`src/shared/pcvu_pkg.sv`:
```
/*
 * package of the pushed compare/verify unit: register offsets, field
 * layouts, the unmapped read value, mode encodings and sequencer states.
 * assumes one clock (mclk) and a synchronous active-high reset.
 */
package pcvu_pkg;

	// ==========================================================
	// register map (byte addresses, one word each)
	localparam logic [3:0] PCVU_ADDR_CTRL   = 4'h0;
	localparam logic [3:0] PCVU_ADDR_ABORT  = 4'h4;
	localparam logic [3:0] PCVU_ADDR_STAT   = 4'h8;
	localparam logic [3:0] PCVU_ADDR_IRQST  = 4'hc;
	localparam logic [3:0] PCVU_ADDR_IRQCLR = 4'h0; // upper bank
	localparam logic [3:0] PCVU_ADDR_IRQEN  = 4'h4; // upper bank
	localparam int         PCVU_ADDR_W      = 5;
	localparam int         PCVU_BANK_BIT    = 4;

	// ==========================================================
	// control register fields
	localparam int PCVU_MODE_LO  = 0;
	localparam int PCVU_MASK_LO  = 8;
	localparam int PCVU_CNT_LO   = 12;
	localparam int PCVU_CNT_W    = 12;
	// abort register bit that clears the compare flag
	localparam int PCVU_CLR_BIT  = 1;
	// status register fields
	localparam int PCVU_ST_FLAG  = 0;
	localparam int PCVU_ST_BUSY  = 1;
	localparam int PCVU_ST_CNT   = 4;

	// interrupt events
	localparam int PCVU_EV_W     = 2;
	localparam int PCVU_EV_FLAG  = 0;
	localparam int PCVU_EV_DONE  = 1;

	localparam logic [31:0] PCVU_RD_UNMAPPED = 32'h0000_0000;

	// ==========================================================
	// transfer modes
	typedef enum logic [1:0] {
		PCVU_MODE_NORMAL  = 2'h0,
		PCVU_MODE_VERIFY  = 2'h1,
		PCVU_MODE_COMPARE = 2'h2,
		PCVU_MODE_RSVD    = 2'h3
	} pcvu_mode_t;

	// sequencer states, gray along idle -> issue -> wait -> check
	typedef enum logic [1:0] {
		PCVU_ST_IDLE  = 2'b00,
		PCVU_ST_ISSUE = 2'b01,
		PCVU_ST_WAIT  = 2'b11,
		PCVU_ST_CHECK = 2'b10
	} pcvu_state_t;

endpackage

```
`src/hw/pcvu_hold_reg.sv`:
```
/*
 * holding register for the pushed write value; the lane mask is not held here.
 * assumes load is only pulsed while no comparison is pending.
 */
`timescale 1ns/1ps
`default_nettype none
module pcvu_hold_reg
	import pcvu_pkg::*;
#(
	parameter int DATA_W = 32
) (
	// clock and reset
	input  wire logic              mclk,
	input  wire logic              srst,
	// load side
	input  wire logic              load,
	input  wire logic [DATA_W-1:0] loadData,
	// held value
	output logic      [DATA_W-1:0] heldData
);

	always_ff @(posedge mclk) begin
		if (srst) begin
			heldData <= '0;
		end else if (load) begin
			heldData <= loadData;
		end
	end

endmodule
`default_nettype wire

```
`src/hw/pcvu_lane_cmp.sv`:
```
/*
 * masked byte-lane equality compare, registered result.
 * assumes inputs stay stable on the cycle that strobe is high.
 */
`timescale 1ns/1ps
`default_nettype none
module pcvu_lane_cmp
	import pcvu_pkg::*;
#(
	parameter int LANES = 4
) (
	// clock and reset
	input  wire logic               mclk,
	input  wire logic               srst,
	// operands
	input  wire logic               strobe,
	input  wire logic [LANES*8-1:0] a,
	input  wire logic [LANES*8-1:0] b,
	input  wire logic [LANES-1:0]   laneMask,
	// result, valid the cycle after strobe
	output logic                    equal,
	output logic                    valid
);

	function automatic logic lanesMatch(
		input logic [LANES*8-1:0] x,
		input logic [LANES*8-1:0] y,
		input logic [LANES-1:0]   m
	);
		logic ok;
		ok = 1'b1;
		for (int n = 0; n < LANES; n++) begin
			if (m[n] && (x[n*8 +: 8] != y[n*8 +: 8])) begin
				ok = 1'b0;
			end
		end
		return ok;
	endfunction

	always_ff @(posedge mclk) begin
		if (srst) begin
			equal <= 1'b0;
			valid <= 1'b0;
		end else begin
			valid <= strobe;
			if (strobe) begin
				equal <= lanesMatch(a, b, laneMask);
			end
		end
	end

endmodule
`default_nettype wire

```
`src/hw/pcvu_core.sv`:
```
/*
 * pushed compare/verify unit of the debug port: takes port write and read
 * transactions from the link side, turns pushed writes into port reads,
 * compares under a lane mask, keeps the sticky compare flag and repeats.
 * assumes the access port answers each request with one rsp pulse; an
 * unsupported target may answer with any data, leaving the flag arbitrary.
 */
// The register offsets and the Avalon-MM register port were left to the implementer.
`timescale 1ns/1ps
`default_nettype none
module pcvu_core
	import pcvu_pkg::*;
#(
	parameter int LANES = 4,
	parameter int CNT_W = PCVU_CNT_W
) (
	// clock and reset
	input  wire logic               mclk,
	input  wire logic               srst,
	// avalon-mm slave
	input  wire logic [PCVU_ADDR_W-1:0] avsAddress,
	input  wire logic               avsRead,
	input  wire logic               avsWrite,
	input  wire logic [31:0]        avsWriteData,
	output logic      [31:0]        avsReadData,
	output logic                    avsWaitRequest,
	// link-side transactions
	input  wire logic               txnValid,
	input  wire logic               txnWrite,
	input  wire logic [LANES*8-1:0] txnData,
	output logic                    txnDone,
	output logic      [LANES*8-1:0] txnRdata,
	// access port side
	output logic                    apReq,
	output logic                    apWrite,
	output logic      [LANES*8-1:0] apWdata,
	input  wire logic               apRsp,
	input  wire logic [LANES*8-1:0] apRdata,
	// interrupt
	output logic                    irq
);

	localparam int DATA_W = LANES * 8;

	// ==========================================================
	// control and state
	pcvu_mode_t           transfer_mode_field;
	logic [LANES-1:0]     byte_lane_mask;
	logic [CNT_W-1:0]     repeat_counter;
	logic                 compare_sticky_flag;
	logic [PCVU_EV_W-1:0] irqStatus;
	logic [PCVU_EV_W-1:0] irqEnable;
	pcvu_state_t          state;
	logic                 pushed;
	logic                 curWrite;
	logic [DATA_W-1:0]    curData;
	logic [DATA_W-1:0]    heldData;
	logic                 cmpEqual;
	logic                 cmpValid;
	logic                 setFlag;
	logic                 seqDone;
	logic                 ctrlWr;
	logic                 flagClr;
	logic                 irqClrWr;
	logic                 irqEnWr;
	logic                 wrPend;
	logic                 rdPend;

	function automatic logic isPushed(input pcvu_mode_t m);
		return (m == PCVU_MODE_VERIFY) || (m == PCVU_MODE_COMPARE);
	endfunction

	// ==========================================================
	// bus slave: one wait state, unmapped reads give zero
	// a write lands only at the edge that sees waitrequest low, as the
	// master completes its transfer there and not a cycle earlier
	assign wrPend = avsWrite && !avsWaitRequest;
	assign rdPend = avsRead && avsWaitRequest;
	assign ctrlWr = wrPend && !avsAddress[PCVU_BANK_BIT]
		&& (avsAddress[3:0] == PCVU_ADDR_CTRL);
	assign flagClr = wrPend && !avsAddress[PCVU_BANK_BIT]
		&& (avsAddress[3:0] == PCVU_ADDR_ABORT)
		&& avsWriteData[PCVU_CLR_BIT];
	assign irqClrWr = wrPend && avsAddress[PCVU_BANK_BIT]
		&& (avsAddress[3:0] == PCVU_ADDR_IRQCLR);
	assign irqEnWr = wrPend && avsAddress[PCVU_BANK_BIT]
		&& (avsAddress[3:0] == PCVU_ADDR_IRQEN);

	always_ff @(posedge mclk) begin
		if (srst) begin
			avsWaitRequest <= 1'b1;
		end else if ((avsRead || avsWrite) && avsWaitRequest) begin
			avsWaitRequest <= 1'b0;
		end else begin
			avsWaitRequest <= 1'b1;
		end
	end

	always_ff @(posedge mclk) begin
		if (srst) begin
			avsReadData <= '0;
		end else if (rdPend) begin
			avsReadData <= PCVU_RD_UNMAPPED;
			if (!avsAddress[PCVU_BANK_BIT]) begin
				case (avsAddress[3:0])
				PCVU_ADDR_CTRL: begin
					avsReadData[PCVU_MODE_LO +: 2] <= transfer_mode_field;
					avsReadData[PCVU_MASK_LO +: LANES] <= byte_lane_mask;
					avsReadData[PCVU_CNT_LO +: CNT_W] <= repeat_counter;
				end
				PCVU_ADDR_STAT: begin
					avsReadData[PCVU_ST_FLAG] <= compare_sticky_flag;
					avsReadData[PCVU_ST_BUSY] <= (state != PCVU_ST_IDLE);
					avsReadData[PCVU_ST_CNT +: CNT_W] <= repeat_counter;
				end
				PCVU_ADDR_IRQST: begin
					avsReadData[PCVU_EV_W-1:0] <= irqStatus;
				end
				default: begin
					avsReadData <= PCVU_RD_UNMAPPED;
				end
				endcase
			end else if (avsAddress[3:0] == PCVU_ADDR_IRQEN) begin
				avsReadData[PCVU_EV_W-1:0] <= irqEnable;
			end
		end
	end

	always_ff @(posedge mclk) begin
		if (srst) begin
			transfer_mode_field <= PCVU_MODE_NORMAL;
			byte_lane_mask      <= '1;
		end else if (ctrlWr) begin
			transfer_mode_field <=
				pcvu_mode_t'(avsWriteData[PCVU_MODE_LO +: 2]);
			byte_lane_mask <= avsWriteData[PCVU_MASK_LO +: LANES];
		end
	end

	// ==========================================================
	// transaction sequencer
	always_ff @(posedge mclk) begin
		if (srst) begin
			state    <= PCVU_ST_IDLE;
			pushed   <= 1'b0;
			curWrite <= 1'b0;
			curData  <= '0;
		end else begin
			case (state)
			PCVU_ST_IDLE: begin
				if (txnValid) begin
					pushed   <= isPushed(transfer_mode_field);
					curWrite <= txnWrite;
					curData  <= txnData;
					state    <= PCVU_ST_ISSUE;
				end
			end
			PCVU_ST_ISSUE: begin
				state <= PCVU_ST_WAIT;
			end
			PCVU_ST_WAIT: begin
				if (apRsp) begin
					state <= (pushed && curWrite) ? PCVU_ST_CHECK
						: PCVU_ST_IDLE;
					if (!(pushed && curWrite) && !flagClr
						&& (repeat_counter != '0)
						&& !compare_sticky_flag) begin
						state <= PCVU_ST_ISSUE;
					end
				end
			end
			PCVU_ST_CHECK: begin
				// wait one cycle for the registered comparator result
				if (cmpValid) begin
					state <= (repeat_counter != '0) && !setFlag
						&& !compare_sticky_flag
						? PCVU_ST_ISSUE : PCVU_ST_IDLE;
				end
			end
			default: begin
				state <= PCVU_ST_IDLE;
			end
			endcase
		end
	end

	// a pushed write reads the addressed register; for the memory data
	// register the port fetches from its own transfer address register
	always_ff @(posedge mclk) begin
		if (srst) begin
			apReq   <= 1'b0;
			apWrite <= 1'b0;
			apWdata <= '0;
		end else begin
			apReq   <= (state == PCVU_ST_ISSUE);
			apWrite <= curWrite && !pushed;
			apWdata <= pushed ? '0 : curData;
		end
	end

	// the reply to a read in a pushed mode is passed on as is; framing
	// completes normally even though its value is meaningless
	always_ff @(posedge mclk) begin
		if (srst) begin
			txnDone  <= 1'b0;
			txnRdata <= '0;
		end else begin
			txnDone <= (state == PCVU_ST_WAIT && apRsp
				&& !(pushed && curWrite)) || (state == PCVU_ST_CHECK
				&& cmpValid);
			if (state == PCVU_ST_WAIT && apRsp) begin
				txnRdata <= apRdata;
			end
		end
	end

	// ==========================================================
	// hold, compare, flag
	pcvu_hold_reg #(
		.DATA_W (DATA_W)
	) uHold (
		.mclk     (mclk),
		.srst     (srst),
		.load     (state == PCVU_ST_IDLE && txnValid && txnWrite
			&& isPushed(transfer_mode_field)),
		.loadData (txnData),
		.heldData (heldData)
	);

	pcvu_lane_cmp #(
		.LANES (LANES)
	) uCmp (
		.mclk     (mclk),
		.srst     (srst),
		.strobe   (state == PCVU_ST_WAIT && apRsp && pushed && curWrite),
		.a        (heldData),
		.b        (apRdata), // unsupported target: any data
		.laneMask (byte_lane_mask),
		.equal    (cmpEqual),
		.valid    (cmpValid)
	);

	assign setFlag = (state == PCVU_ST_CHECK) && cmpValid
		&& (((transfer_mode_field == PCVU_MODE_VERIFY) && cmpEqual)
		|| ((transfer_mode_field == PCVU_MODE_COMPARE)
		&& !cmpEqual));

	// set wins over a clear in the same cycle
	always_ff @(posedge mclk) begin
		if (srst) begin
			compare_sticky_flag <= 1'b0;
		end else if (setFlag) begin
			compare_sticky_flag <= 1'b1;
		end else if (flagClr) begin
			compare_sticky_flag <= 1'b0;
		end
	end

	// decrement after a successful transaction that repeats; a same-cycle abort write stops a repeat from the wait state, not from check, and never the decrement
	always_ff @(posedge mclk) begin
		if (srst) begin
			repeat_counter <= '0;
		end else if (ctrlWr) begin
			repeat_counter <= avsWriteData[PCVU_CNT_LO +: CNT_W];
		end else if (((state == PCVU_ST_CHECK && cmpValid && !setFlag)
			|| (state == PCVU_ST_WAIT && apRsp && !(pushed && curWrite)))
			&& repeat_counter != '0 && !compare_sticky_flag) begin
			repeat_counter <= repeat_counter - 1'b1;
		end
	end

	// ==========================================================
	// interrupts
	assign seqDone = txnDone;

	always_ff @(posedge mclk) begin
		if (srst) begin
			irqStatus <= '0;
			irqEnable <= '0;
			irq       <= 1'b0;
		end else begin
			for (int i = 0; i < PCVU_EV_W; i++) begin
				if ((i == PCVU_EV_FLAG && setFlag)
					|| (i == PCVU_EV_DONE && seqDone)) begin
					irqStatus[i] <= 1'b1;
				end else if (irqClrWr && avsWriteData[i]) begin
					irqStatus[i] <= 1'b0;
				end
			end
			if (irqEnWr) begin
				irqEnable <= avsWriteData[PCVU_EV_W-1:0];
			end
			irq <= |(irqStatus & irqEnable);
		end
	end

	// ==========================================================
	// checks
	property p_flag_set;
		@(posedge mclk) disable iff (srst)
		setFlag |=> compare_sticky_flag;
	endproperty
	a_flag_set: assert property (p_flag_set)
		else $error("compare flag not set after hit");

	property p_clear;
		@(posedge mclk) disable iff (srst)
		flagClr && !setFlag |=> !compare_sticky_flag;
	endproperty
	a_clear: assert property (p_clear)
		else $error("compare flag not cleared by abort write");

	property p_no_write;
		@(posedge mclk) disable iff (srst)
		apReq && pushed && curWrite |-> !apWrite;
	endproperty
	a_no_write: assert property (p_no_write)
		else $error("pushed transaction wrote the port");

	property p_cnt_hold;
		@(posedge mclk) disable iff (srst)
		compare_sticky_flag && !ctrlWr |=> $stable(repeat_counter);
	endproperty
	a_cnt_hold: assert property (p_cnt_hold)
		else $error("counter moved while flag set");

	property p_no_repeat;
		@(posedge mclk) disable iff (srst)
		setFlag |=> state == PCVU_ST_IDLE;
	endproperty
	a_no_repeat: assert property (p_no_repeat)
		else $error("repeat continued after compare hit");

	property p_normal;
		@(posedge mclk) disable iff (srst)
		transfer_mode_field == PCVU_MODE_NORMAL && !flagClr
		|=> $stable(compare_sticky_flag) || $past(setFlag);
	endproperty
	a_normal: assert property (p_normal)
		else $error("flag changed in normal mode");

	property p_hold;
		@(posedge mclk) disable iff (srst)
		state != PCVU_ST_IDLE |=> $stable(heldData);
	endproperty
	a_hold: assert property (p_hold)
		else $error("held value changed mid comparison");

	property p_verify;
		@(posedge mclk) disable iff (srst)
		state == PCVU_ST_CHECK && cmpValid && cmpEqual
		&& transfer_mode_field == PCVU_MODE_VERIFY |=> compare_sticky_flag;
	endproperty
	a_verify: assert property (p_verify)
		else $error("verify match did not set flag");

	property p_cmp_match;
		@(posedge mclk) disable iff (srst)
		state == PCVU_ST_CHECK && cmpValid && cmpEqual
		&& transfer_mode_field == PCVU_MODE_COMPARE && !flagClr
		|=> $stable(compare_sticky_flag);
	endproperty
	a_cmp_match: assert property (p_cmp_match)
		else $error("compare match changed flag");

endmodule
`default_nettype wire

```
`config.mk`:
```
export PLATFORM = sky130hd
export DESIGN_NAME = pcvu_core
export DESIGN_NICKNAME = d
export VERILOG_FILES = /design/src/shared/pcvu_pkg.sv /design/src/hw/pcvu_hold_reg.sv /design/src/hw/pcvu_lane_cmp.sv /design/src/hw/pcvu_core.sv
export SDC_FILE = /design/constraint.sdc
export NUM_CORES = 1
export LEC_CHECK = 0
export BUFFER_PORTS_ARGS = -buffer_cell sky130_fd_sc_hd__buf_2
export CORE_MARGIN = 2
export CORE_UTILIZATION = 30
export DETAILED_ROUTE_END_ITERATION = 7
export HOLD_SLACK_MARGIN = 0.1
export PLACE_DENSITY = 0.53
export REMOVE_ABC_BUFFERS = 1
export SYNTH_ARGS = -nofsm -noshare
export SYNTH_HDL_FRONTEND = slang
export SYNTH_SLANG_ARGS = --single-unit
```
`constraint.sdc`:
```
create_clock -name mclk -period 1.8 [get_ports mclk]
set_input_delay 0.36 -clock mclk [delete_from_list [all_inputs] [get_ports mclk]]
set_output_delay 0.36 -clock mclk [all_outputs]
set_load 0.03 [all_outputs]
```
==> results of run 1 <==
synthesized netlist by cell type (2+ instances only):
master / instances
dfxtp_1: 184
nand3_1: 10
and2b_1: 2
buf_2: 3
nor2b_1: 4
a21oi_1: 117
a311oi_1: 2
nor2_1: 44
nand4_1: 13
nand3b_1: 3
xnor2_1: 39
and2_1: 37
o211ai_1: 2
mux2i_1: 4
clkbuf_1: 41
o21ai_0: 10
nor3b_1: 3
nor4_1: 5
nand2_1: 226
ha_1: 3
a211oi_1: 10
and4_1: 2
inv_1: 9
buf_6: 5
buf_4: 10
nor3_1: 6
and3_1: 2
nor4_4: 2
a22oi_1: 23
placed cells by master (no fill, tap or decap), types with 3 or more instances in the layout:
cell type	n
nor4_2	5
buf_12	7
diode_2	3
nand3b_1	3
a21oi_1	117
buf_4	31
nor2b_1	4
xnor2_1	39
conb_1	10
inv_6	5
mux2i_1	3
clkbuf_16	17
dfxtp_2	3
buf_2	183
inv_8	3
ha_4	3
nand3_1	10
nand4_1	13
a22oi_1	23
nand2_1	226
nor2_1	43
a211oi_1	8
o21ai_0	10
dfxtp_1	179
nor3_1	5
inv_1	6
and2_1	36
per-layer routing:
metal / vias up / track usage (%)
met5: - / 0
met4: 2 / 6.99
met3: 28 / 4.11
met2: 134 / 27.2
met1: 2874 / 20.9
li1: 3165 / -
tightest hold or removal path, stage by stage:
cell     delay, ps
buf_2           90
nand2_1         40
nand3_1         60
power breakdown:
part | leakage (uW) | switching (uW) | total (uW) | internal, uW
Clock | 0.000274 | 1740 | 3690 | 1950
Combinational | 0.00196 | 507 | 779 | 272
Sequential | 0.00149 | 44.0 | 4210 | 4170
cell type report:
cell class              count  area, um2
diodes                      3       7.51
fillers                  2454      14100
flip-flops and latches    184       3690
clock buffers              18        429
inverters                   9       36.3
clock inverters            13        136
multi-input cells         597       3300
well taps                 319        399
repair buffers            221       1290
cells by family after synthesis:
kind of cell	share of synthesized area, %
simple gates	23.5
flops	51.6
compound gates	14.1
buf+inv	4.68
xor+xnor	4.79
mux	0.719
fa+ha+maj	0.526
other cells	0.0526
timing repair:
action	4_1_cts	5_1_grt
hold buffers	0	0
pin swaps	9	14
endpoints found under the setup margin	13	10
setup buffers	1	1
gates cloned	1	1
hold endpoints to repair	0	0
gates resized for setup	18	13
path summary, 6_finish.rpt:
| check | start | slack, ps | end | cells after the start |
|---|---|---|---|---|
| setup / recovery | repeat_counter[9] | 20 | repeat_counter[6] | 5 |
| hold / removal | avsWriteData[11] | 150 | byte_lane_mask[3] | 3 |
| setup reg to reg | repeat_counter[9] | 20 | repeat_counter[6] | 5 |
| hold reg to reg | curData[31] | 440 | apWdata[31] | 1 |
flip-flops by register name, indices dropped and copies added (netlist names), 2 cells and up:
signal and flops:
state 2, curData 32, repeat_counter 12, transfer_mode_field 2, irqEnable 2, avsReadData 22
apWdata 32, irqStatus 2, byte_lane_mask 4, txnRdata 32, uHold.heldData 32
through the flow:
step | hold slack [ps] | worst slack (ps) | total power [uW] | instances
after global routing | 152 | -93.1 | 9040 | 1362
final | 152 | 18.7 | 8690 | 1364
after detailed placement | 432 | -141 | 5080 | 1326
after global placement | 423 | -114 | 5080 | 1326
after CTS | 135 | 11.8 | 8780 | 1359
after floorplan | 426 | -1410 | 4670 | 788
==> implementation parameters, run 1 <==
Parameter                              Value

STA
  Final period utilization ... a little over nine tenths
  Clock skew after layout ... 11.6 ps
  Pins Over Slew Limit ... 0
  Total count of hold-check failures in the final report ... 0
  Worst relative slew slack ... between 40% and 50%
  Unrepaired setup endpoints after global routing ... true
  Total setup violations reported at the end of the flow ... 0
  Transition time at the pin with the least slew margin ... between 700 and 800 ps
  Summed negative setup slack over all endpoints ... 0 ps
  Max Clk Rate ... ~560 MHz
  Min Tclk post-route ... approximately 1800 ps

Clock network
  Number of buffers added by the clock tree synthesis step ... 17
  TritonCTS clock tree ... done
  Reg clk slew, reported paths ... around 70 ps
  Max clock buf depth ... 2
  Sink Count ... 184
  Maximum level of the CTS H-tree ... 4
  Worst-skew pair later-pin latency ... ~430 ps
  Clock root buffer ... clkbuf_16

Global routing
  Maximum number of pins on one net before global-route repair ... 42
  Initial antenna violation count ... 3
  Overflow left after global routing ... 0
  Total track usage ... 16.6%
  Wire length of the first global-routing pass ... between 30000 and 40000 um
  Via count of the first global-routing pass ... around 5700

Worst hold path
  Worst min-delay path class ... in2reg

Drt
  Post-detailed-routing wire length ... ~21000 um
  Met3 wire len ... roughly 1100 um
  Highest routing layer actually used ... met5
  Length of routed met2 wiring ... between 10000 and 15000 um
  Via total after detailed routing ... 6203
  Pre-Repair DR Iteration Count ... 5
  M1 WL ... about 9300 um
  Vias per inst ... between 4 and 5
  Post-route ant nets ... 0
  Wirelength per Cell ... between 15 and 20 um
  Number of design rule violations left after detail routing ... 0
  Initial DRC count ... 356

Critical path
  Kind of cell adding the most delay to the critical path ... simple AND/OR/NAND/NOR gates
  Cell-by-cell listing of the critical path ... nor3_1 > and4_4 > nor4b_4 > a21o_1 > a311oi_1
  Buffers & Inverters on Critical Path ... 0
  Worst path required time ... around 2100 ps
  Largest stage delay on the critical path ... 430 ps
  Worst setup SP type ... register
  Endpoint class of the critical path ... register
  Endpoint arrival time on the critical path ... 2120 ps
  Standard cell with the maximum stage delay on the critical path ... nor3_1
  Start-to-end type of the worst setup path ... reg2reg
  Largest fanout of any net on the critical path ... 5

Cells and area
  Fraction of layout cells with a size suffix above 1 ... between 20% and 30%
  Non-Filler Cell Area, Final ... 9290 um2
  Final cell utilization of the core ... approximately two fifths
  Total number of nets in the final design ... around 1100
  Area growth, synth to finish ... 30.2%

Yosys
  Synth area leaders ... dfxtp_1, nand2_1, a21oi_1
  Top cell type by total area after synthesis ... dfxtp_1
  Fraction of registers with async set/reset ... 0%
  Synthesized flop and latch total ... between 150 and 200
  Synthesized netlist cell count ... 838
  Share of Yosys cell area claimed by the top area cell type ... between 50 and 60%
  Fraction of the yosys area taken by sequential cells ... around half
  Unique cell type count in the Yosys netlist ... 46
  Most frequently used flop master after synthesis ... dfxtp_1
  Synth Area per Inst ... 8.52 um2
  Number of enable flip-flop cells after synthesis ... 0
  Total of warnings raised by yosys ... 0
  Post-Syn Area ... about 7000 um2

Floorplan
  Core outline area ... 23400 um2
  I/O pin count ... between 200 and 250
  Total Die Area ... 25000 um2
  Die span in x ... 158 um
  Initial cell density of the core ... 30.5%
  Floorplan row count ... 56
  Die Span Y ... between 150 and 200 um

Power
  Static leakage ... 0.00373 uW
  Cell Pwr Density ... around 940 nW/um2
  Worst VDD drop ... around 0.00051 V

Placed design
  Final RePlAce weighted congestion ... 0.778
  Number of I/O port buffers ... approximately 180
  DP HPWL ... ~14000 um
  Placed standard-cell area ... 8550 um2

Run status
  Outcome ... complete, no violations

Flow run
  Number of maximum-capacitance violations ... 0
(Power assumes the default switching activity.)
==> inputs of run 2 (changes only) <==
Settings changed: SYNTH_HIERARCHICAL from default to 1.
==> implementation parameters, run 2 <==
Parameter                              Value

Drt
  Post-detailed-routing wire length ... 20800 um (-0.54%)
  Number of design rule violations left after detail routing ... 0 (unchanged)
  Via total after detailed routing ... 6166 (-0.60%)
  Initial DRC count ... 202 (-43%)
  Wirelength per Cell ... 15.3 um (-0.10%)
  Pre-Repair DR Iteration Count ... 4 (-1)
  Vias per inst ... 4.54 (-0.16%)
  Post-route ant nets ... 0 (unchanged)

STA
  Clock skew after layout ... 13.9 ps (+2.27 ps)
  Minimum setup slack in the final design ... -26.1 ps (-44.9 ps)
  Final period utilization ... 101% (+2.5 points)
  Unrepaired setup endpoints after global routing ... true
  Worst hold margin ... 163 ps (+11.4 ps)
  Pins Over Slew Limit ... 0 (unchanged)
  Max Clk Rate ... 548 MHz (-2.5%)
  Total setup violations reported at the end of the flow ... 6 (+6)
  Min Tclk post-route ... 1830 ps (+44.9 ps)
  Total count of hold-check failures in the final report ... 0 (unchanged)

Cells and area
  Total number of nets in the final design ... 1131 (-0.88%)
  Fraction of layout cells with a size suffix above 1 ... 30.9% (+3.3 points)
  Most common cell after layout, fill and taps aside ... buf_2
  Post-route insts no fill ... 1358 (-0.44%)
  Area growth, synth to finish ... 30.0% (about the same)
  Top library cells by usage in the layout, fill and taps aside ... buf_2, dfxtp_1, nand2_1, a21oi_1, nor2_1
  Final-layout fill cell count ... 2530 (+3.1%)

Worst hold path
  HP Start ... avsWriteData[9]
  Worst min-delay path class ... in2reg
  Hold endpoint ... byte_lane_mask[1]
  Min-Delay Path Depth ... 3 (unchanged)

Yosys
  Synth area leaders ... dfxtp_1, nand2_1, a21oi_1
  Total of warnings raised by yosys ... 6 (+6)
  Synthesized flop and latch total ... 184 (unchanged)
  Top cell type by total area after synthesis ... dfxtp_1
  Fraction of registers with async set/reset ... 0% (unchanged)
  Unique cell type count in the Yosys netlist ... 54 (+17%)
  Leading cell type by number of instances after synthesis ... dfxtp_1
  Synthesized netlist cell count ... 812 (-3.1%)
  Synth Area per Inst ... 8.97 um2 (+5.4%)
  Most frequently used flop master after synthesis ... dfxtp_1
  Share of Yosys cell area claimed by the top area cell type ... 50.6% (-1.1 points)
  Fraction of the yosys area taken by sequential cells ... 50.6% (-1.1 points)
  Top cells by count, synth ... dfxtp_1, nand2_1, nor2_1
  Number of enable flip-flop cells after synthesis ... 0 (unchanged)
  Post-Syn Area ... 7290 um2 (+2.1%)

Floorplan
  Initial cell density of the core ... 30.2% (-0.27 points)
  I/O pin count ... 209 (unchanged)
  Die span in x ... 160 um (+1.0%)
  Floorplan row count ... 57 (+1.8%)
  Die Span Y ... 160 um (+1.0%)
  Core outline area ... 24100 um2 (+3.0%)
  Total Die Area ... 25500 um2 (+2.1%)

Run status
  Outcome ... finished with violations
  Failing checks ... negative setup slack

Critical path
  Endpoint arrival time on the critical path ... 2130 ps (about the same)
  Reg2reg start ... avsWaitRequest
  Worst setup SP type ... register
  Largest stage delay on the critical path ... 550 ps (+120 ps)
  Buffers & Inverters on Critical Path ... 1 (+1)
  Cell-by-cell listing of the critical path ... or4b_4 > or4_4 > buf_12 > nor2_2 > a211o_1 > a21oi_1
  Cell count of the worst reg-to-reg path ... 6 (+1)
  Endpoint of the worst-slack reg-to-reg timing path ... repeat_counter[7]
  Kind of cell adding the most delay to the critical path ... simple AND/OR/NAND/NOR gates
  Endpoint class of the critical path ... register
  Setup slack of the worst register-to-register path ... -30 ps (-40 ps)
  Start-to-end type of the worst setup path ... reg2reg
  Standard cell with the maximum stage delay on the critical path ... or4b_4
  Largest fanout of any net on the critical path ... 27 (+22)
  Worst path required time ... 2110 ps (-30 ps)

Placed design
  Final RePlAce weighted congestion ... 0.760 (-2.3%)
  Placed cell count ... 1322 (-0.30%)
  DP HPWL ... 14500 um (+1.7%)
  Number of I/O port buffers ... 184 (unchanged)

Flow run
  Number of maximum-capacitance violations ... 0 (unchanged)

Global routing
  Wire length of the first global-routing pass ... 32200 um (+2.1%)
  Via count of the first global-routing pass ... 5962 (+5.2%)
  Total track usage ... 15.9% (-0.72 points)
  Overflow left after global routing ... 0 (unchanged)
  Maximum number of pins on one net before global-route repair ... 67 (+60%)
  Initial antenna violation count ... 1 (-2)

Power
  Worst VDD drop ... 0.000523 V (+2.3%)
  Cell Pwr Density ... 921 nW/um2 (-1.5%)
  Static leakage ... 0.00388 uW (+4.2%)

Clock network
  Max clock buf depth ... 2 (unchanged)
  Clock root buffer ... clkbuf_16
  Sink Count ... 184 (unchanged)
  Maximum level of the CTS H-tree ... 4 (unchanged)
  Reg clk slew, reported paths ... 70 ps (about the same)
  Number of buffers added by the clock tree synthesis step ... 17 (unchanged)
  Worst-skew pair later-pin latency ... 430 ps (about the same)
  TritonCTS clock tree ... done
  Total of hold buffers inserted after clock tree synthesis ... 0 (unchanged)
[run 2: cell count changes after synthesis, moves of 8 or more]
| cell | previous run | this run |
|---|---|---|
| a211oi_2 | 0 | 10 |
| a211oi_1 | 10 | 2 |
| a22oi_1 | 23 | 10 |
| nand2_1 | 226 | 155 |
| nor2_1 | 44 | 89 |
| a21oi_1 | 117 | 86 |
| mux2i_1 | 4 | 42 |
[run 2: kinds of logic after synthesis]
kind of cell | after synthesis | share of synthesized area (%)
buffers and inverters | 70 | 5.27
other | 1 | 0.0515
multiplexers | 43 | 5.92
AO/OA/AOI/OAI | 137 | 11.9
AND/OR/NAND/NOR | 333 | 20.8
adder cells (fa/ha/maj) | 3 | 0.515
XOR/XNOR | 41 | 4.93
flip-flops | 184 | 50.6
[run 2: tightest hold or removal path: cells and delay by family]
family | cells | cell delay (ps)
buffers and inverters | 1 | 80
AND/OR/NAND/NOR | 2 | 100
[run 2: per-layer routing]
layer | GRT usage, % | wire [um] | vias up | part of all wire (%)
met5 | 0 | 7 | - | 0.034
met4 | 3.28 | 178 | 2 | 0.86
met3 | 5.51 | 1390 | 14 | 6.7
met2 | 25.7 | 9470 | 169 | 46
met1 | 20.7 | 9740 | 2872 | 47
li1 | - | - | 3109 | -
[run 2: repair_timing]
item | in CTS | in global routing
pin swaps | 4 | 3
setup endpoints to repair | 14 | 53
resized for setup | 15 | 12
gates cloned | 0 | 2
setup buffers | 0 | 1
[run 2: area by class of cell]
| class | instances | area [um2] | area share, % |
|---|---|---|---|
| Inverter | 7 | 26.3 | 0.277 |
| Clock inverter | 15 | 133 | 1.40 |
| Sequential cell | 184 | 3690 | 38.9 |
| Multi-Input combinational cell | 567 | 3320 | 35.1 |
| Timing Repair Buffer | 243 | 1470 | 15.6 |
| Tap cell | 324 | 405 | 4.28 |
| Clock buffer | 17 | 425 | 4.49 |
| Antenna cell | 1 | 2.50 | 0.0264 |
[run 2: report_power, final]
part	internal (uW)	switching, uW	total (uW)
Sequential	4180	49.7	4230
Clock	1830	1790	3620
Combinational	317	555	872
Total	6330	2400	8730
[run 2: worst max-delay path by stage]
stage	start	to	slack, ps	cells past startpoint
2_1_floorplan	state[0]	uHold/heldData[0]	-3290	5
3_3_place_gp	avsAddress[1]	repeat_counter[7]	-200	7
3_5_place_dp	avsAddress[1]	repeat_counter[7]	-220	7
4_1_cts	transfer_mode_field[0]	repeat_counter[10]	-40	7
5_1_grt	transfer_mode_field[0]	repeat_counter[10]	-90	7
6_report	avsWaitRequest	repeat_counter[7]	-30	6
[run 2: per-stage QoR]
stage	total power (uW)	cell area, um2	util, %	setup TNS, ps	setup slack, ps
final	8730	9470	39.3	-81.3	-26.1
after global routing	9120	9470	39.3	-701	-94.8
after CTS	8860	9390	39.0	-87.4	-43.7
after detailed placement	5200	8800	36.5	-3290	-218
after global placement	5200	8800	36.5	-3000	-204
after floorplan	4710	6960	-	-113680	-3290
